<file path="src/pxc_pkg.sv">
/*
  Constants for the extended configuration register bank of a 10/100
  transceiver: management register numbers, extended offsets, field
  positions, reset values, frame limits and wake pulse timing.
  Assumes a 250 MHz device clock and a management front end that turns
  serial frames into single-cycle register read and write strobes.
*/
package pxc_pkg;

  // Management register numbers of the indirect pair
  localparam logic [4:0]  PXC_IND_ADDR_REG = 5'h1e;
  localparam logic [4:0]  PXC_IND_DATA_REG = 5'h1f;

  // Extended register offsets
  localparam logic [15:0] PXC_TEN_MEG_PWR  = 16'h200a;
  localparam logic [15:0] PXC_COMBO        = 16'h4000;
  localparam logic [15:0] PXC_PAD          = 16'h4001;
  localparam logic [15:0] PXC_COMBO_TWO    = 16'h4003;
  localparam logic [15:0] PXC_WAKE_HIGH    = 16'h4004;
  localparam logic [15:0] PXC_WAKE_MID     = 16'h4005;
  localparam logic [15:0] PXC_WAKE_LOW     = 16'h4006;

  // Reset values (clock direction bit is patched from the strap)
  localparam logic [15:0] PXC_TEN_MEG_RST  = 16'hca02;
  localparam logic [15:0] PXC_COMBO_RST    = 16'h0000;
  localparam logic [15:0] PXC_PAD_RST      = 16'h80ef;
  localparam logic [15:0] PXC_COMBO2_RST   = 16'h0260;
  localparam logic [15:0] PXC_WAKE_RST     = 16'h0000;

  // Field positions
  localparam int PXC_IDLE_GATE_BIT  = 10;
  localparam int PXC_LOOP_BIT       = 11;
  localparam int PXC_LONG_FRAME_BIT = 5;
  localparam int PXC_CV_SRC_BIT     = 4;
  localparam int PXC_WAKE_EN_BIT    = 2;
  localparam int PXC_REDUCED_BIT    = 1;
  localparam int PXC_CLK_DIR_BIT    = 0;
  localparam int PXC_IRQ_SRC_BIT    = 15;
  localparam int PXC_MAC_DRV_LSB    = 4;
  localparam int PXC_MGMT_DRV_LSB   = 2;
  localparam int PXC_JITTER_BIT     = 14;
  localparam int PXC_SHAPE_LSB      = 7;
  localparam int PXC_TX_ISO_BIT     = 6;
  localparam int PXC_RX_ISO_BIT     = 5;

  // Receive frame limits in bytes
  localparam logic [15:0] PXC_LONG_FRAME_LEN  = 16'h4800;
  localparam logic [15:0] PXC_SHORT_FRAME_LEN = 16'h1200;

  // Wake pulse widths, in ns, and their cycle counts
  localparam int PXC_CLK_PERIOD_NS = 4;
  localparam int PXC_PULSE_10US_NS  = 10000;
  localparam int PXC_PULSE_100US_NS = 100000;
  localparam int PXC_PULSE_1MS_NS   = 1000000;
  localparam int PXC_PULSE_10MS_NS  = 10000000;
  localparam int PXC_PULSE_10US_CYC  = PXC_PULSE_10US_NS / PXC_CLK_PERIOD_NS;
  localparam int PXC_PULSE_100US_CYC = PXC_PULSE_100US_NS / PXC_CLK_PERIOD_NS;
  localparam int PXC_PULSE_1MS_CYC   = PXC_PULSE_1MS_NS / PXC_CLK_PERIOD_NS;
  localparam int PXC_PULSE_10MS_CYC  = PXC_PULSE_10MS_NS / PXC_CLK_PERIOD_NS;
  localparam int PXC_PULSE_CNT_W     = 22;

  // MAC interface modes, encoded as {reduced enable, clock direction}
  typedef enum logic [1:0] {
    PXC_MODE_MII,
    PXC_MODE_REV_REDUCED,
    PXC_MODE_REDUCED_TWO,
    PXC_MODE_REDUCED_ONE
  } pxc_if_mode_e;

endpackage

</file>
<file path="src/pxc_wake_irq.sv">
/*
  Wake interrupt shaper: turns a wake hit into a level or a timed pulse.
  Assumes hit and clear are single-cycle strobes on clk.
*/
`timescale 1ns/100ps
`default_nettype none
module pxc_wake_irq
  import pxc_pkg::*;
#(
  parameter logic [PXC_PULSE_CNT_W-1:0] CYC_10US  = PXC_PULSE_CNT_W'(PXC_PULSE_10US_CYC),
  parameter logic [PXC_PULSE_CNT_W-1:0] CYC_100US = PXC_PULSE_CNT_W'(PXC_PULSE_100US_CYC),
  parameter logic [PXC_PULSE_CNT_W-1:0] CYC_1MS   = PXC_PULSE_CNT_W'(PXC_PULSE_1MS_CYC),
  parameter logic [PXC_PULSE_CNT_W-1:0] CYC_10MS  = PXC_PULSE_CNT_W'(PXC_PULSE_10MS_CYC)
) (
  input  wire logic       clk,
  input  wire logic       rst,
  input  wire logic       clk_en,
  input  wire logic       hit,        // Qualified wake hit
  input  wire logic       clear,      // Level mode acknowledge
  input  wire logic [2:0] shape,      // Shape field
  output logic            irq_q       // Wake interrupt
);

  logic [PXC_PULSE_CNT_W-1:0] cnt_q;  // Remaining pulse cycles
  logic [PXC_PULSE_CNT_W-1:0] width_w;

  // Width from the upper shape bits
  assign width_w = (shape[2:1] == 2'b00) ? CYC_10US  :
                   (shape[2:1] == 2'b01) ? CYC_100US :
                   (shape[2:1] == 2'b10) ? CYC_1MS   : CYC_10MS;

  // Pulse: high exactly width cycles; level: set wins over clear
  always_ff @(posedge clk) begin
    if (rst) begin
      irq_q <= 1'b0;
      cnt_q <= '0;
    end else if (clk_en) begin
      if (hit) begin
        irq_q <= 1'b1;
        cnt_q <= width_w - 1'b1;
      end else if (shape[0]) begin
        if (irq_q && cnt_q == '0) irq_q <= 1'b0;
        else if (irq_q) cnt_q <= cnt_q - 1'b1;
      end else if (clear) begin
        irq_q <= 1'b0;
      end
    end
  end

endmodule
`default_nettype wire

</file>
<file path="src/pxc_ext_regs.sv">
/*
  Extended configuration register bank, reached through an indirect
  address/data pair on the management register port, plus the control
  logic that the bank steers. Assumes the management front end delivers
  single-cycle read/write strobes on clk; strap and clock pins are async.
*/
`timescale 1ns/100ps
`default_nettype none
module pxc_ext_regs
  import pxc_pkg::*;
#(
  parameter logic [PXC_PULSE_CNT_W-1:0] CYC_100US = PXC_PULSE_CNT_W'(PXC_PULSE_100US_CYC),
  parameter logic [PXC_PULSE_CNT_W-1:0] CYC_1MS   = PXC_PULSE_CNT_W'(PXC_PULSE_1MS_CYC),
  parameter logic [PXC_PULSE_CNT_W-1:0] CYC_10MS  = PXC_PULSE_CNT_W'(PXC_PULSE_10MS_CYC)
) (
  input  wire logic        clk,
  input  wire logic        rst,
  input  wire logic        clk_en,
  // Management register port
  input  wire logic        mgmt_wr,
  input  wire logic        mgmt_rd,
  input  wire logic [4:0]  mgmt_regad,
  input  wire logic [15:0] mgmt_wdata,
  output logic [15:0]      mgmt_rdata,
  // Straps and pins
  input  wire logic        clk_dir_strap,
  input  wire logic        receive_data_bit1_strap,
  input  wire logic        dac_clk_pin,
  // Device status inputs
  input  wire logic        ten_meg_mode,
  input  wire logic        tx_pending,
  input  wire logic        isolate,
  input  wire logic        crs_dv,
  input  wire logic        rx_dv,
  input  wire logic        rx_clk_int,
  input  wire logic        general_irq,
  input  wire logic        led_level,
  input  wire logic        wake_match,
  input  wire logic        wake_irq_clear,
  // Controls
  output logic             tx_dac_en,
  output logic             remote_loopback_en,
  output logic             long_frame_en,
  output logic [15:0]      rx_max_frame_len,
  output logic             crs_dv_out,
  output logic             wake_detect_en,
  output pxc_if_mode_e     mac_if_mode,
  output logic             tx_clk_oe_n,
  output logic             rx_clk_oe_n,
  output logic             rx_clk_out,
  output logic             led_irq_pin,
  output logic             wake_irq,
  output logic [1:0]       mac_if_drive_strength,
  output logic [1:0]       mgmt_pin_drive_strength,
  output logic [47:0]      wake_station_addr
);

  ////////////////////////////////////////////////////////////////////////
  // Storage
  logic [15:0] ind_addr_q;           // Indirect address
  logic [15:0] ten_meg_q;            // Power control
  logic [15:0] combo_q;              // Combo control
  logic [15:0] pad_q;                // Pad control
  logic [15:0] combo2_q;             // Combo control two
  logic [15:0] wake_hi_q;            // Wake address 47:32
  logic [15:0] wake_mid_q;           // Wake address 31:16
  logic [15:0] wake_lo_q;            // Wake address 15:0
  logic [1:0]  dir_sync_q;           // Clock direction strap sync
  logic [1:0]  irq_sync_q;           // Interrupt strap sync
  logic [1:0]  dac_sync_q;           // DAC clock pin sync
  logic        strap_done_q;         // Straps captured
  logic        irq_strap_q;          // Captured interrupt strap
  logic        tx_in_q;              // Transmit clock is an input
  logic        rx_in_q;              // Receive clock is an input

  ////////////////////////////////////////////////////////////////////////
  // Decode
  logic        data_wr_w;            // Write through the data register
  logic [15:0] ext_rd_w;             // Selected extended contents
  logic        reduced_w;            // Reduced enable bit: reduced two or reduced one mode
  logic        wake_hit_w;           // Qualified wake hit
  logic        dir_in_w;             // Direction bit asks for input

  function automatic logic ext_wr(input logic [15:0] off);
    return data_wr_w && ind_addr_q == off;
  endfunction

  // Contents move only through the data register
  assign data_wr_w = mgmt_wr && mgmt_regad == PXC_IND_DATA_REG;

  // Read selection; unmapped offsets read zero
  assign ext_rd_w = (ind_addr_q == PXC_TEN_MEG_PWR) ? ten_meg_q  :
                    (ind_addr_q == PXC_COMBO)       ? combo_q    :
                    (ind_addr_q == PXC_PAD)         ? pad_q      :
                    (ind_addr_q == PXC_COMBO_TWO)   ? combo2_q   :
                    (ind_addr_q == PXC_WAKE_HIGH)   ? wake_hi_q  :
                    (ind_addr_q == PXC_WAKE_MID)    ? wake_mid_q :
                    (ind_addr_q == PXC_WAKE_LOW)    ? wake_lo_q  : 16'h0000;

  assign reduced_w  = combo_q[PXC_REDUCED_BIT];
  assign dir_in_w   = combo_q[PXC_CLK_DIR_BIT];
  // Wake matching gated by the enable
  assign wake_hit_w = wake_match && combo_q[PXC_WAKE_EN_BIT];

  // Mode from {reduced enable, clock direction}
  assign mac_if_mode = pxc_if_mode_e'({reduced_w, dir_in_w});

  assign remote_loopback_en      = combo_q[PXC_LOOP_BIT];
  assign long_frame_en           = combo_q[PXC_LONG_FRAME_BIT];
  assign wake_detect_en          = combo_q[PXC_WAKE_EN_BIT];
  assign mac_if_drive_strength   = pad_q[PXC_MAC_DRV_LSB +: 2];
  assign mgmt_pin_drive_strength = pad_q[PXC_MGMT_DRV_LSB +: 2];
  assign wake_station_addr       = {wake_hi_q, wake_mid_q, wake_lo_q};
  assign tx_clk_oe_n             = tx_in_q;
  assign rx_clk_oe_n             = rx_in_q;

  ////////////////////////////////////////////////////////////////////////
  // Management port
  // Indirect address must be loaded before the data access
  always_ff @(posedge clk) begin
    if (rst) ind_addr_q <= 16'h0000;
    else if (clk_en && mgmt_wr && mgmt_regad == PXC_IND_ADDR_REG) ind_addr_q <= mgmt_wdata;
  end

  // Read data one cycle after the strobe; other register numbers read 0
  always_ff @(posedge clk) begin
    if (rst) mgmt_rdata <= 16'h0000;
    else if (clk_en && mgmt_rd) begin
      if (mgmt_regad == PXC_IND_ADDR_REG) mgmt_rdata <= ind_addr_q;
      else if (mgmt_regad == PXC_IND_DATA_REG) mgmt_rdata <= ext_rd_w;
      else mgmt_rdata <= 16'h0000;
    end
  end

  // Full words stored, reserved bits included
  always_ff @(posedge clk) begin
    if (rst) begin
      ten_meg_q  <= PXC_TEN_MEG_RST;
      pad_q      <= PXC_PAD_RST;
      combo2_q   <= PXC_COMBO2_RST;
      wake_hi_q  <= PXC_WAKE_RST;
      wake_mid_q <= PXC_WAKE_RST;
      wake_lo_q  <= PXC_WAKE_RST;
    end else if (clk_en) begin
      if (ext_wr(PXC_TEN_MEG_PWR)) ten_meg_q  <= mgmt_wdata;
      if (ext_wr(PXC_PAD))         pad_q      <= mgmt_wdata;
      if (ext_wr(PXC_COMBO_TWO))   combo2_q   <= mgmt_wdata;
      if (ext_wr(PXC_WAKE_HIGH))   wake_hi_q  <= mgmt_wdata;
      if (ext_wr(PXC_WAKE_MID))    wake_mid_q <= mgmt_wdata;
      if (ext_wr(PXC_WAKE_LOW))    wake_lo_q  <= mgmt_wdata;
    end
  end

  // Combo word; strap patches direction once after reset
  always_ff @(posedge clk) begin
    if (rst) combo_q <= PXC_COMBO_RST;
    else if (clk_en && !strap_done_q) combo_q[PXC_CLK_DIR_BIT] <= dir_sync_q[1];
    else if (clk_en && ext_wr(PXC_COMBO)) combo_q <= mgmt_wdata;
  end

  ////////////////////////////////////////////////////////////////////////
  // Pin synchronisers; syncs run through reset so straps are settled
  always_ff @(posedge clk) begin
    if (clk_en) begin
      dir_sync_q <= {dir_sync_q[0], clk_dir_strap};
      irq_sync_q <= {irq_sync_q[0], receive_data_bit1_strap};
      dac_sync_q <= {dac_sync_q[0], dac_clk_pin};
    end
  end

  // Strap capture on the first enabled edge after release
  always_ff @(posedge clk) begin
    if (rst) begin
      strap_done_q <= 1'b0;
      irq_strap_q  <= 1'b0;
    end else if (clk_en && !strap_done_q) begin
      strap_done_q <= 1'b1;
      irq_strap_q  <= irq_sync_q[1];
    end
  end

  ////////////////////////////////////////////////////////////////////////
  // Datapath controls
  // DAC gated off only in idle 10 Mb/s with gating set
  always_ff @(posedge clk) begin
    if (rst) tx_dac_en <= 1'b1;
    else if (clk_en)
      tx_dac_en <= !(ten_meg_mode && ten_meg_q[PXC_IDLE_GATE_BIT] && !tx_pending);
  end

  // Receive frame limit
  always_ff @(posedge clk) begin
    if (rst) rx_max_frame_len <= PXC_SHORT_FRAME_LEN;
    else if (clk_en)
      rx_max_frame_len <= long_frame_en ? PXC_LONG_FRAME_LEN : PXC_SHORT_FRAME_LEN;
  end

  // Carrier-valid pad; MII passes carrier sense through
  always_ff @(posedge clk) begin
    if (rst) crs_dv_out <= 1'b0;
    else if (clk_en)
      crs_dv_out <= (reduced_w && combo_q[PXC_CV_SRC_BIT]) ? rx_dv : crs_dv;
  end

  // Jitter test puts the sampled DAC clock on the receive clock
  always_ff @(posedge clk) begin
    if (rst) rx_clk_out <= 1'b0;
    else if (clk_en) rx_clk_out <= combo2_q[PXC_JITTER_BIT] ? dac_sync_q[1] : rx_clk_int;
  end

  // Clock directions; isolate may force input, else hold
  always_ff @(posedge clk) begin
    if (rst) begin
      tx_in_q <= 1'b0;
      rx_in_q <= 1'b0;
    end else if (clk_en) begin
      if (!isolate) begin
        tx_in_q <= dir_in_w;
        rx_in_q <= dir_in_w;
      end else begin
        if (combo2_q[PXC_TX_ISO_BIT]) tx_in_q <= 1'b1;
        if (combo2_q[PXC_RX_ISO_BIT]) rx_in_q <= 1'b1;
      end
    end
  end

  // Shared LED pin; interrupt routing only under the strap
  always_ff @(posedge clk) begin
    if (rst) led_irq_pin <= 1'b0;
    else if (clk_en) begin
      if (!irq_strap_q) led_irq_pin <= led_level;
      else led_irq_pin <= pad_q[PXC_IRQ_SRC_BIT] ? general_irq : wake_irq;
    end
  end

  ////////////////////////////////////////////////////////////////////////
  // Wake interrupt shaping
  pxc_wake_irq #(
    .CYC_10US  (PXC_PULSE_CNT_W'(PXC_PULSE_10US_CYC)),
    .CYC_100US (CYC_100US),
    .CYC_1MS   (CYC_1MS),
    .CYC_10MS  (CYC_10MS)
  ) pxc_wake_irq_inst (
    .clk    (clk),
    .rst    (rst),
    .clk_en (clk_en),
    .hit    (wake_hit_w),
    .clear  (wake_irq_clear),
    .shape  (combo2_q[PXC_SHAPE_LSB +: 3]),
    .irq_q  (wake_irq)
  );
endmodule
`default_nettype wire

</file>
<file path="config.mk">
export PLATFORM = sky130hd
export DESIGN_NAME = pxc_ext_regs
export DESIGN_NICKNAME = d
export VERILOG_FILES = /design/src/pxc_pkg.sv /design/src/pxc_wake_irq.sv /design/src/pxc_ext_regs.sv
export SDC_FILE = /design/constraint.sdc
export NUM_CORES = 1
export LEC_CHECK = 0
export BUFFER_PORTS_ARGS = -buffer_cell sky130_fd_sc_hd__buf_2
export CORE_AREA = 2 2 169 171
export CTS_CLUSTER_DIAMETER = 30
export DETAILED_ROUTE_END_ITERATION = 16
export DIE_AREA = 0 0 171 173
export RECOVER_POWER = 25
export SETUP_SLACK_MARGIN = 0.4
export SLEW_MARGIN = 5
export SYNTH_ARGS = -nofsm -noshare
export SYNTH_HDL_FRONTEND = slang
export SYNTH_SLANG_ARGS = --single-unit
</file>
<file path="constraint.sdc">
create_clock -name clk -period 3.1 [get_ports clk]
set_input_delay 0.155 -clock clk [delete_from_list [all_inputs] [get_ports clk]]
set_output_delay 0.155 -clock clk [all_outputs]
set_load 0.05 [all_outputs]
</file>
## Yosys cells after proc, flatten, opt, wreduce, memory -nomap -nowiden

Index checks and enable logic that the tools add are counted.

| cells by class | value |
|---|---|
| add/subtract/negate cells | 2 |
| multiply operators | 0 |
| divide/modulo/power cells | 0 |
| magnitude comparators | 0 |
| equal/unequal tests | 15 |
| shift operators | 0 |
| multiplexer cells | 31 |
| bitwise operators | 1 |
| reduce and logical (&&, ||, !) cells | 38 |

Operator list:

| operator | count |
|---|---|
| $mux 22 | 7 |
| $mux 16 | 9 |
| $eq 16x15->1 const B | 6 |
| $sub 22x1->22 const B | 2 |
| $logic_not 22->1 | 1 |
| $logic_and 1x1->1 | 18 |
| $reduce_and 2->1 | 9 |
| $eq 16x14->1 const B | 1 |
| $mux 15 | 1 |
| $mux 1 | 14 |
| $eq 5x5->1 const B | 2 |
| $ne 2x1->1 const B | 3 |
| $reduce_bool 2->1 | 3 |
| $reduce_and 4->1 | 1 |
| $logic_not 1->1 | 3 |
| $ne 3x1->1 const B | 1 |
| $reduce_and 3->1 | 1 |
| $reduce_bool 3->1 | 1 |
| $eq 2x1->1 const B | 1 |
| $eq 2x2->1 const B | 1 |
| $logic_not 2->1 | 1 |
| $not 1->1 | 1 |

| storage, ports and cells | value |
|---|---|
| flip-flop bits (word level) | 197 |
| latch bits | 0 |
| RAM bits | 0 |
| ROM bits | 0 |
| bits of input ports | 39 |
| output and inout port bits | 96 |
| word-level logic and storage cells | 111 |
| memories | 0 |

## Longest topological paths before layout

Gate-level depths: netlist of the first run.

| depth | value |
|---|---|
| word-level depth | 10 |
| depth in mapped cells | 10 |
| depth with buffers taken out | 8 |

## Cells and area by module

From an unflattened synthesis of the first run, not the netlist that was laid out.

| unflattened totals | value |
|---|---|
| cells, all modules | 1172 |
| area total of the unflattened synthesis | 9339.0 um2 |

Modules (own cells, without submodules):

| module | instances | cells each | area each (um2) |
|---|---|---|---|
| pxc_ext_regs | 1 | 942 | 7484.7 |
| pxc_wake_irq | 1 | 230 | 1854.3 |

## Worst setup path after synthesis of the first run

OpenSTA, ideal clock, no wires.

| path | value |
|---|---|
| path kind | register to register |
| from | reg combo_q[2] |
| to | reg pxc_wake_irq_inst.cnt_q[16] |
| setup time | 0.122 ns |
| arrival time | 2.764 ns |
| required time | 2.978 ns |
| path slack | 0.214 ns |
| cell stages (with the launch flop) | 11 |
| buffers on the path | 2 |
| path through | dfxtp_1 clkbuf_1 nand2_1 clkbuf_1 nand2_1 ha_1 nand2b_1 nor4b_4 nand2_2 o311a_1 a221o_1 |

| between the ends | value |
|---|---|
| longest elaborated chain between the ends | 3 |
| elaborated cells on any way between the ends | 6 |

RTL lines:

| element | line | source |
|---|---|---|
| start: declaration | pxc_ext_regs.sv:62 | `logic [15:0] combo_q;` |
| start signal: indexed assignment | pxc_ext_regs.sv:157 | `else if (clk_en && !strap_done_q) combo_q[PXC_CLK_DIR_BIT] <= dir_sync_q[1];` |
| start signal: assignment | pxc_ext_regs.sv:158 | `else if (clk_en && ext_wr(PXC_COMBO)) combo_q <= mgmt_wdata;` |
| $logic_and 1x1->1 * | pxc_ext_regs.sv:103 | `assign wake_hit_w = wake_match && combo_q[PXC_WAKE_EN_BIT];` |
| $ne 2x1->1 (no source line) or $reduce_bool 2->1 (tied branches) | - |  |
| $reduce_and 4->1 (no source line) | - |  |
| end signal: assignment | pxc_wake_irq.sv:40 | `cnt_q <= width_w - 1'b1;` |
| end signal: assignment | pxc_wake_irq.sv:43 | `else if (irq_q) cnt_q <= cnt_q - 1'b1;` |
| end: declaration | pxc_wake_irq.sv:24 | `logic [PXC_PULSE_CNT_W-1:0] cnt_q;` |

Every way passes the cells marked *; elsewhere a longest branch is shown, timed or not.
A chain may end at the register's enable or synchronous reset.

## Worst setup path after layout of the first run

| path | value |
|---|---|
| from | reg combo2_q[8] |
| to | reg pxc_wake_irq_inst.cnt_q[16] |

| between the ends | value |
|---|---|
| longest elaborated chain between the ends | 6 |
| elaborated cells on any way between the ends | 8 |

RTL lines:

| element | line | source |
|---|---|---|
| start: declaration | pxc_ext_regs.sv:64 | `logic [15:0] combo2_q;` |
| start signal: assignment | pxc_ext_regs.sv:147 | `if (ext_wr(PXC_COMBO_TWO)) combo2_q <= mgmt_wdata;` |
| $eq 2x2->1 | pxc_wake_irq.sv:30 | `(shape[2:1] == 2'b10) ? CYC_1MS : CYC_10MS;` |
| $mux 22 | pxc_wake_irq.sv:30 |  |
| $mux 22 | pxc_wake_irq.sv:29 | `(shape[2:1] == 2'b01) ? CYC_100US :` |
| $mux 22 * | pxc_wake_irq.sv:28 | `assign width_w = (shape[2:1] == 2'b00) ? CYC_10US :` |
| $sub 22x1->22 * | pxc_wake_irq.sv:40 |  |
| $mux 22 * | pxc_wake_irq.sv:38 | `if (hit) begin` |

Marked as above.

==> results.md, run 1 <==
- Status: completed
- Critical-path cell with the highest stage delay: a211oi_2
- N_diodes: 0
- Hold Path Sink: tx_dac_en$_SDFFE_PP1P_
- Complex-gate fraction of the synthesized area: 17.84%
- Core Area: 27,630 um2
- Vias: 8,381
- Initial antenna violation count: 0
- XOR/XNOR Fraction of Synth Area: 0.6793%
- Worst path required time: ~3400 ps
- Final GP Congestion: 0.9036
- R2r endpoint: pxc_wake_irq_inst.cnt_q[16]$_SDFFE_PP0P_
- Final core utilization: a little under two fifths
- Crit path launch type: register
- Fmax: 410.1 MHz
- Critical path, cell by cell: inv_1, ha_1, nand4bb_1, a211oi_2, nand2_2, o311a_1, a221o_1
- Tightest Pin Transition: 1033 ps
- Worst setup EP type: register
- Clk_lat worst skew: 450 ps
- Avg Cell Area, Syn: 8.442 um2
- Async SR Flop Fraction: 0%
- Synth Flop Type: dfxtp_1
- CP bufs+invs: 1
- Area share of the largest cell type after synthesis: 39.26%
- First DRT Iteration DRCs: 698
- Area delta synth->final: 17.23%
- Die Footprint: 29,580 um2
- Gr usage total: between 20 and 25%
- Unrepaired setup endpoints after global routing: no
- HPWL after detailed placement: 21,650 um
- Post-route ant nets: 0
- Synth area leader: dfxtp_1
- Hold WS: between 20 and 25 ps
- Worst-path clk slew: 80 ps
- Share of cells above drive strength 1: 15.74%
- Number of remaining DRC errors: 0
- Hold WC Path Type: in -> reg
- Simple-gate share of the synthesized area: 21.99%
- VDD IR max: 319.6 uV
- Max cap viols: 0
- CTS tree: done
- Hold Path Stages: 4
- Pre-CTS WS: 680.9 ps
- Yosys reg bits: around 180
- Grt total ovfl: 0
- Vias in the first global route: 7,753
- First-pass GRT wire length: 47,170 um
- Starting Density: 32.66%
- Crit path DAT: about 2800 ps
- Netlist cell types: 80
- Total wire length: 30,700 um
- Mapped Area: about 9000 um2
- Post-route cell area: 10,580 um2
- Sequential cell area fraction in the yosys report: roughly two fifths
- Slew Limit Headroom: 30.61%
- Largest cells by area after synthesis: dfxtp_1 (39%), mux2i_1 (11%), nand2_1 (6.3%)
- Largest net degree at the start of global routing: 90
- Critical path class: reg -> reg
- Chip Height: 173 um
- CTS Buffer Depth: 2
- Main combinational cell family by area after synthesis: simple AND/OR/NAND/NOR gates
- Number of CTS-inserted buffers: 17
- # setup viols final: 0
- Fin Setup TNS: 0 ps
- Routed vias/inst: 5.397
- Worst Clk Skew: 17.48 ps
- Max Fanout on Critical Path: 7
- RR Startpoint: combo2_q[8]$_SDFFE_PP0P_
- H-tree depth: 4
- Setup WS post-layout: 661.7 ps
- Worst hold start: tx_pending
- Boundary Pins: 135
- Post-DP Area: 9986 um2
- Syn. warnings: 0
- Total Nets Final: 1,207
- Width of the die: 171 um
- Leakage: 4.164 nW
- Final hold violation count: 0
- Max incr delay on CP: 480 ps
- # clock sinks: between 150 and 200
- Average routed wire per standard cell: 19.77 um
- IO buf count: between 100 and 150
- Reg-to-reg slack, setup: 660 ps
- R2R cell count: 7
- Number of synthesized flops with an enable pin: 6
- Clock Tree Root: clkbuf_16
- Row cnt: 61
- PwrDens: ~470 nW/um2
- Family with the most delay on the worst path: compound AO/OA/AOI/OAI gates
- Period utilisation layout: 78.66%
- TritonRoute pass-1 iters: 5
- Post CTS Setup Buffer Count: 0
- Adder-Cell Fraction of Synth Area: 0.8318%
- Most common cell in the netlist: dfxtp_1
- Synth top cells by count: dfxtp_1 (177), nand2_1 (152), nor2_1 (120)
- Fin crit period: 2438 ps
- Layout fillers: 2,886
- Final Max Tran Viols: 0
- Multiplexer share of the synthesized area: between 10% and 20%
- Syn Inst Count: approximately 1,100
-- stage by stage --
step	total power, mW	cells
global route	5.129	1553
CTS	5.020	1553
floorplan	2.669	1080
detailed placement	2.767	1516
finish	4.972	1553
global placement	2.765	1516
-- worst min-delay path, cell delays in order --
cell      delay, ps
buf_2            70
nand4b_1         90
o21ai_0          70
nand2_1          60
-- sequential cells by signal, indices dropped and copies added (netlist names), 2 cells and up --
signal / count
ten_meg_q: 16
irq_sync_q: 2
combo_q: 16
wake_lo_q: 16
dac_sync_q: 2
combo2_q: 16
ind_addr_q: 16
wake_mid_q: 16
mgmt_rdata: 16
dir_sync_q: 2
pad_q: 16
wake_hi_q: 16
rx_max_frame_len: 2
pxc_wake_irq_inst.cnt_q: 22
-- cell families (layout without fill, tap and decap cells) --
| family | after synthesis | in the layout |
|---|---|---|
| DFF | 183 | 183 |
| and+or+nand+nor | 405 | 405 |
| AOI/OAI and AO/OA | 248 | 248 |
| other | 1 | 12 |
| buffers and inverters | 118 | 213 |
| adders and majority gates | 6 | 6 |
| xor gates and xnor gates | 7 | 7 |
| muxes | 101 | 101 |
-- per-layer routing --
layer / wire [um] / part of all wire (%) / track usage [%] / vias to the layer above
li1: - / - / - / 3946
met1: 13800 / 45 / 28.26 / 4047
met2: 14100 / 46 / 32.38 / 328
met3: 1840 / 6.0 / 4.097 / 60
met4: 965 / 3.1 / 7.415 / 0
met5: 0 / 0 / 0 / -
-- timing repair --
action,4_1_cts,5_1_grt
gates resized for setup,0,0
endpoints found under the hold margin,4,0
hold buffers,5,0
-- worst max-delay path by stage --
stage | cells after the start | start | endpoint | slack, ps
2_1_floorplan | 10 | combo_q[2]$_SDFFE_PP0P_ | pxc_wake_irq_inst.cnt_q[16]$_SDFFE_PP0P_ | 480
5_1_grt | 6 | clk_en | combo2_q[8]$_SDFFE_PP0P_ | 470
6_report | 7 | combo2_q[8]$_SDFFE_PP0P_ | pxc_wake_irq_inst.cnt_q[16]$_SDFFE_PP0P_ | 660
3_5_place_dp | 6 | clk_en | combo2_q[15]$_SDFFE_PP0P_ | 680
4_1_cts | 8 | combo_q[2]$_SDFFE_PP0P_ | pxc_wake_irq_inst.cnt_q[16]$_SDFFE_PP0P_ | 690
3_3_place_gp | 6 | clk_en | combo2_q[10]$_SDFFE_PP0P_ | 670
-- power by group --
part | total (mW) | switching (mW) | internal (mW)
sequential | 2.40 | 0.0161 | 2.38
clock | 2.26 | 1.15 | 1.11
combinational | 0.311 | 0.243 | 0.0683
-- layout by cell type, fill, tap and decap left out, drive strengths merged, types with 8 or more instances in the layout --
cell,n
o2111ai,9
nand2b,8
o21ai,39
dfxtp,177
a31oi,8
clkbuf,64
nand3,43
inv,22
o211ai,11
nor4,11
a21oi,92
nor3,8
nand2,153
nor2b,9
buf,116
mux2i,95
nand4,12
nor2,120
a211oi,17
conb,12
nor3b,8
-- final cells by class --
class | count | area (um2) | share of cell area (%)
Inverter | 13 | 48.80 | 0.4612
Clock buffer | 17 | 425.4 | 4.021
Timing Repair Buffer | 168 | 919.6 | 8.692
Clock inverter | 15 | 187.7 | 1.774
Sequential cell | 183 | 3725 | 35.21
Tap cell | 378 | 473.0 | 4.470
Multi-Input combinational cell | 779 | 4801 | 45.38
Note: power is estimated with default switching activity, not from simulation.
==> run 2, diff against run 1 <==
- clock period: 3.1 -> 2.5 ns (I/O delays scaled with it)
==> results.md, run 2 (synthesis results as in run 1) <==
- Multi-input gate area in the final layout: 4982 um2 (was 4801 um2)
- Leakage: 4.448 nW (was 4.164 nW)
- Chip Height: 173 um (unchanged)
- TritonRoute pass-1 iters: 6 (was 5)
- N_diodes: 0 (unchanged)
- Crit path DAT: 2400 ps (was 2780 ps)
- HPWL after detailed placement: 21,890 um (was 21,650 um)
- Final GP Congestion: 0.9316 (was 0.9036)
- Layout fillers: 2,837 (was 2,886)
- Worst-path clk slew: 80 ps (about the same)
- Critical path, cell by cell: nor4_4, buf_4, nand4_4, nor4_4, buf_6, mux2i_2, nor2_1 (was inv_1, ha_1, nand4bb_1, a211oi_2, nand2_2, o311a_1, a221o_1)
- Period utilisation layout: 83.66% (was 78.66%)
- Worst setup EP type: register (unchanged)
- Largest register FFs: 22 (unchanged)
- # clock sinks: 183 (unchanged)
- Most frequent cells in the layout: dfxtp_1 (167), nand2_1 (148), nor2_1 (117) (was dfxtp_1 (176), nand2_1 (152), nor2_1 (120))
- CTS Buffer Depth: 2 (unchanged)
- Critical path class: reg -> reg (unchanged)
- Vias: 8,528 (was 8,381)
- Fin crit period: 2092 ps (was 2438 ps)
- Hold WC Path Type: in -> reg (unchanged)
- Vias in the first global route: 7,692 (was 7,753)
- Fmax: 478.1 MHz (was 410.1 MHz)
- Crit path launch type: register (unchanged)
- Clock Tree Root: clkbuf_16 (unchanged)
- Final Max Tran Viols: 0 (unchanged)
- Row cnt: 61 (unchanged)
- Final hold violation count: 0 (unchanged)
- Fin Setup TNS: 0 ps (unchanged)
- Max Fanout on Critical Path: 7 (unchanged)
- Starting Density: 32.66% (unchanged)
- Sequential share of power: 47.3% (was 48.3%)
- Clock power frac: 46.4% (was 45.4%)
- Largest net degree at the start of global routing: 129 (was 90)
- Slew Limit Headroom: 31.25% (was 30.61%)
- Switching share of power: 27.04% (was 28.38%)
- Hold WS: 7.922 ps (was 21.28 ps)
- Max cap viols: 0 (unchanged)
- Number of CTS-inserted buffers: 17 (unchanged)
- H-tree depth: 4 (unchanged)
- Area delta synth->final: 23.19% (was 17.23%)
- PwrDens: 565.5 nW/um2 (was 470.0 nW/um2)
- Critical-path cell with the highest stage delay: nor4_4 (was a211oi_2)
- Most flop-heavy register: pxc_wake_irq_inst.cnt_q (unchanged)
- Clk_lat worst skew: 450 ps (about the same)
- Unrepaired setup endpoints after global routing: yes (was no)
- Status: completed (unchanged)
- FF/Latch Area: 3744 um2 (was 3725 um2)
- Max incr delay on CP: 390 ps (was 480 ps)
- NetSw: 1.700 mW (was 1.411 mW)
- Routed vias/inst: 5.374 (was 5.397)
- # setup viols final: 0 (unchanged)
- Post-route ant nets: 0 (unchanged)
- Comb pwr share: 6.3% (about the same)
- First DRT Iteration DRCs: 626 (was 698)
- Post-DP Area: 10,210 um2 (was 9986 um2)
- VDD IR max: 370.5 uV (was 319.6 uV)
- Worst Clk Skew: 15.96 ps (was 17.48 ps)
- Worst path required time: 2810 ps (was 3440 ps)
- Boundary Pins: 135 (unchanged)
- Grt total ovfl: 0 (unchanged)
- Core Area: 27,630 um2 (unchanged)
- Gr usage total: 20.49% (was 20.71%)
- Average routed wire per standard cell: 19.52 um (was 19.77 um)
- First-pass GRT wire length: 46,730 um (was 47,170 um)
- Int Power: 4.587 mW (was 3.561 mW)
- CTS tree: done (unchanged)
- Total Nets Final: 1,241 (was 1,207)
- Tightest Pin Transition: 1031 ps (was 1033 ps)
- Post-route cell area: 11,120 um2 (was 10,580 um2)
- Commonest non-fill, non-tap cell in the layout: dfxtp_1 (unchanged)
- Most frequent CP cell: nor4_4
- IO buf count: 122 (unchanged)
- Initial antenna violation count: 1 (was 0)
- Width of the die: 171 um (unchanged)
- Die Footprint: 29,580 um2 (unchanged)
- Number of remaining DRC errors: 0 (unchanged)
- Share of cells above drive strength 1: 21.75% (was 15.74%)
- Total wire length: 30,980 um (was 30,700 um)
==> run 2: power groups by stage <==
stage / clock network (mW) / logic (mW) / registers [mW]
final: 2.92 / 0.394 / 2.98
after detailed placement: 0 / 0.387 / 3.05
after floorplan: 0 / 0.213 / 3.10
after CTS: 2.96 / 0.395 / 2.98
after global placement: 0 / 0.387 / 3.05
after global routing: 3.07 / 0.418 / 2.98
==> run 2: final timing paths <==
kind / from / end / slack (ps) / depth (start not counted)
setup / recovery: ind_addr_q[10]$_SDFFE_PP0P_ / combo_q[12]$_SDFFE_PP0P_ / 410 / 7
hold / removal: ten_meg_mode / tx_dac_en$_SDFFE_PP1P_ / 8 / 4
setup reg to reg: ind_addr_q[10]$_SDFFE_PP0P_ / combo_q[12]$_SDFFE_PP0P_ / 410 / 7
hold reg to reg: dac_sync_q[0]$_DFFE_PP_ / dac_sync_q[1]$_DFFE_PP_ / 420 / 0
==> run 2: cell type report <==
type | count | share of cell area [%]
Clock inverter | 14 | 1.801
Sequential cell | 183 | 33.67
Multi-Input combinational cell | 779 | 44.81
Tap cell | 378 | 4.254
Inverter | 13 | 0.4389
Timing Repair Buffer | 202 | 11.16
Clock buffer | 18 | 3.860
==> run 2: repair_timing <==
action	4_1_cts	5_1_grt
setup buffers	0	15
endpoints found under the hold margin	4	0
gates resized for setup	15	29
pin swaps	1	9
setup endpoints to repair	31	74
hold buffers	5	0
==> run 2: stage by stage <==
step                std cells  power [mW]  setup slack [ps]  util, %
floorplan                1080       3.309             307.4        -
global placement         1535       3.432             269.2    36.96
detailed placement       1535       3.433             254.0    36.96
CTS                      1572       6.335             408.3    39.68
global route             1587       6.470             311.9    40.24
finish                   1587       6.287             408.4    40.24
==> run 2: critical path: cells and delay by family, from the launching register on <==
family        cells  cell delay [ps]
simple gates      4              980
mux               1              210
flops             1              350
buf+inv           2              400
==> run 2: metal layers <==
metal | vias to the layer above | global-route usage, % | part of all wire, %
li1 | 4033 | - | -
met1 | 4118 | 28.97 | 46
met5 | - | 0 | 0.023
met2 | 321 | 31.72 | 45
met4 | 2 | 6.144 | 2.9
met3 | 54 | 3.639 | 5.5
==> run 3, diff against run 2 <==
- ABC_AREA: unset -> 1
- CORE_AREA: 2 2 169 171 -> 2 2 167 169
- DIE_AREA: 0 0 171 173 -> 0 0 169 171
- clock period: 2.5 -> 1.9 ns (I/O delays scaled with it)
==> results.md, run 3 <==
- Crit path DAT: 2250 ps (was 2400 ps)
- TritonRoute pass-1 iters: 5 (was 6)
- Width of the die: 169 um (was 171 um)
- Clock Tree Root: clkbuf_16 (unchanged)
- Int Power: 5.836 mW (was 4.587 mW)
- Number of remaining DRC errors: 0 (unchanged)
- Fin crit period: 1918 ps (was 2092 ps)
- Area delta synth->final: 46.89% (was 23.19%)
- Clock power frac: 43.5% (was 46.4%)
- Gr usage total: 22.00% (was 20.49%)
- Routed met2 length: 16,200 um (was 14,090 um)
- Multiplexer share of the synthesized area: 0% (was 11.29%)
- PwrDens: 622.5 nW/um2 (was 565.5 nW/um2)
- Total Nets Final: 1,531 (was 1,241)
- H-tree depth: 4 (unchanged)
- Top sig layer: met4 (was met5)
- IO buf count: 122 (unchanged)
- Largest register FFs: 22 (unchanged)
- VDD IR max: 524.9 uV (was 370.5 uV)
- Setup WS post-layout: -17.61 ps (was 408.4 ps)
- Clk_lat worst skew: 440 ps (was 450 ps)
- Core Area: 27,320 um2 (was 27,630 um2)
- # setup viols final: 3 (was 0)
- Worst-path clk slew: 70 ps (was 80 ps)
- Critical path class: reg -> reg (unchanged)
- CTS tree: done (unchanged)
- Largest net degree at the start of global routing: 47 (was 129)
- NetSw: 2.243 mW (was 1.700 mW)
- Yosys reg bits: 183 (unchanged)
- Chip Height: 171 um (was 173 um)
- Row cnt: 61 (unchanged)
- Final Max Tran Viols: 0 (unchanged)
- Crit path launch type: register (unchanged)
- Async SR Flop Fraction: 0% (unchanged)
- HPWL after detailed placement: 21,430 um (was 21,890 um)
- First-pass GRT wire length: 48,930 um (was 46,730 um)
- N_diodes: 0 (unchanged)
- Hold WC Path Type: in -> reg (unchanged)
- Number of CTS-inserted buffers: 17 (unchanged)
- Post-DP Area: 10,320 um2 (was 10,210 um2)
- Met3 wire len: 2532 um (was 1699 um)
- Share of cells above drive strength 1: 37.09% (was 21.75%)
- Simple-gate share of the synthesized area: 20.29% (was 21.99%)
- Most frequent cells in the layout: inv_1 (181), nand2_1 (169), dfxtp_1 (160) (was dfxtp_1 (167), nand2_1 (148), nor2_1 (117))
- Initial antenna violation count: 1 (unchanged)
- Layout fillers: 2,644 (was 2,837)
- Critical path, cell by cell: inv_6, buf_6, buf_6, nand4_1, nor2_4, nand2_8, nor2_4, clkinv_4, o21ai_0, buf_4, a21oi_1 (was nor4_4, buf_4, nand4_4, nor4_4, buf_6, mux2i_2, nor2_1)
- Sequential cell area fraction in the yosys report: 42.15% (was 41.26%)
- Post-route ant nets: 0 (unchanged)
- Worst setup EP type: register (unchanged)
- Max cap viols: 0 (unchanged)
- Most flop-heavy register: pxc_wake_irq_inst.cnt_q (unchanged)
- Vias in the first global route: 8,671 (was 7,692)
- Total wire length: 33,860 um (was 30,980 um)
- Comb pwr share: 8.1% (was 6.3%)
- Slew Limit Headroom: 49.90% (was 31.25%)
- Status: complete, but fails checks (was completed)
- Boundary Pins: 135 (unchanged)
- Die Footprint: 28,900 um2 (was 29,580 um2)
- Complex-gate fraction of the synthesized area: 21.99% (was 17.84%)
- Average routed wire per standard cell: 18.35 um (was 19.52 um)
- Switching share of power: 27.77% (was 27.04%)
- Critical-path cell with the highest stage delay: dfxtp_4 (was nor4_4)
- Final core utilization: 47.50% (was 40.24%)
- Most common cell in the netlist: nand2_1 (was dfxtp_1)
- Worst path required time: 2230 ps (was 2810 ps)
- Met1 WL: 14,270 um (was 14,290 um)
- Syn Inst Count: 1,250 (was 1,069)
- Starting Density: 32.33% (was 32.66%)
- XOR/XNOR Fraction of Synth Area: 1.190% (was 0.6793%)
- Max Fanout on Critical Path: 5 (was 7)
- Grt total ovfl: 0 (unchanged)
- Area share of the largest cell type after synthesis: 40.11% (was 39.26%)
- Post-route cell area: 12,980 um2 (was 11,120 um2)
- # clock sinks: 183 (unchanged)
- Max incr delay on CP: 370 ps (was 390 ps)
- Failing checks: setup timing
- Fin Setup TNS: -19.70 ps (was 0 ps)
- Unrepaired setup endpoints after global routing: yes (unchanged)
- Synth top cells by count: nand2_1 (201), inv_1 (188), dfxtp_1 (177) (was dfxtp_1 (177), nand2_1 (152), nor2_1 (120))
- Vias: 9,512 (was 8,528)
- Placed Cells: 1,716 (was 1,535)
- Tightest Pin Transition: 751.5 ps (was 1031 ps)
- Syn. warnings: 0 (unchanged)
- Final GP Congestion: 0.8663 (was 0.9316)
- Fmax: 521.5 MHz (was 478.1 MHz)
- Routed vias/inst: 5.156 (was 5.374)
- CTS Buffer Depth: 2 (unchanged)
- Commonest non-fill, non-tap cell in the layout: inv_1 (was dfxtp_1)
- First DRT Iteration DRCs: 668 (was 626)
- Number of synthesized flops with an enable pin: 6 (unchanged)
- Synth Flop Type: dfxtp_1 (unchanged)
- Mapped Area: 8835 um2 (was 9025 um2)
- Avg Cell Area, Syn: 7.068 um2 (was 8.442 um2)
- Period utilisation layout: 100.9% (was 83.66%)
- Adder-Cell Fraction of Synth Area: 0.8497% (was 0.8318%)
- Netlist cell types: 36 (was 80)
- Final hold violation count: 0 (unchanged)
- Main combinational cell family by area after synthesis: compound AO/OA/AOI/OAI gates (was simple AND/OR/NAND/NOR gates)
- Sequential share of power: 48.4% (was 47.3%)
- Synth area leader: dfxtp_1 (unchanged)
- Largest cells by area after synthesis: dfxtp_1 (40%), nand2_1 (8.5%), inv_1 (8.0%) (was dfxtp_1 (39%), mux2i_1 (11%), nand2_1 (6.3%))
- Layout Cells excl Fill: 1,845 (was 1,587)
- Worst Clk Skew: 10.10 ps (was 15.96 ps)
- Leakage: 5.724 nW (was 4.448 nW)
## run 3: cells by family (layout without fill, tap and decap cells)
| family | Yosys count | in the layout |
|---|---|---|
| AND/OR/NAND/NOR | 410 | 416 |
| AO/OA/AOI/OAI | 350 | 350 |
| buffers and inverters | 288 | 520 |
| flip-flops | 183 | 183 |
| XOR/XNOR | 12 | 12 |
| adder cells (fa/ha/maj) | 6 | 6 |
| other | 1 | 12 |
## run 3: cell type report
cell class | count | area, um2 | share of cell area [%]
multi-input cells | 796 | 5039 | 38.83
clock buffers | 18 | 439.2 | 3.384
repair inverters | 4 | 42.54 | 0.3278
repair buffers | 284 | 2328 | 17.94
inverters | 200 | 800.8 | 6.170
flip-flops and latches | 183 | 3760 | 28.97
clock inverters | 14 | 135.1 | 1.041
well taps | 346 | 432.9 | 3.336
## run 3: metal layers
metal | global-route usage, % | vias up
met4 | 8.064 | 0
met3 | 4.464 | 52
met5 | 0 | -
li1 | - | 4568
met2 | 37.01 | 407
met1 | 27.95 | 4485
## run 3: final timing paths
kind	to	slack (ps)	cells past startpoint	startpoint
worst max-delay path	combo2_q[8]$_SDFFE_PP0P_	-20	11	ind_addr_q[2]$_SDFFE_PP0P_
worst min-delay path	led_irq_pin$_SDFFE_PP0P_	20	5	general_irq
worst max register to register	combo2_q[8]$_SDFFE_PP0P_	-20	11	ind_addr_q[2]$_SDFFE_PP0P_
worst min register to register	dir_sync_q[1]$_DFFE_PP_	420	0	dir_sync_q[0]$_DFFE_PP_
## run 3: critical path, delay by kind of cell, from the launching register on
family | cells | cell delay, ps
AOI/OAI and AO/OA | 2 | 280
DFF | 1 | 370
buffers and inverters | 5 | 520
and+or+nand+nor | 4 | 650
## run 3: stage by stage
stage	worst slack (ps)	hold slack, ps	power [mW]
floorplan	169.5	193.9	4.360
global placement	-127.0	275.5	4.551
detailed placement	-137.4	273.1	4.553
CTS	78.24	16.47	8.069
global route	-148.5	30.74	8.315
finish	-17.61	24.81	8.079
## run 3: power groups by stage
stage               Combinational [mW]  Sequential (mW)  Clock, mW
floorplan                        0.266             4.09          0
global placement                 0.544             4.01          0
detailed placement               0.545             4.01          0
CTS                              0.602             3.91       3.55
global route                     0.696             3.92       3.70
finish                           0.651             3.91       3.51
## run 3: what timing repair did
item | CTS | global route
hold buffers | 10 | 0
endpoints found under the setup margin | 143 | 150
cloned | 10 | 7
hold endpoints to repair | 11 | 0
pin swaps | 35 | 61
gates resized for setup | 145 | 187
buffers inserted | 39 | 31
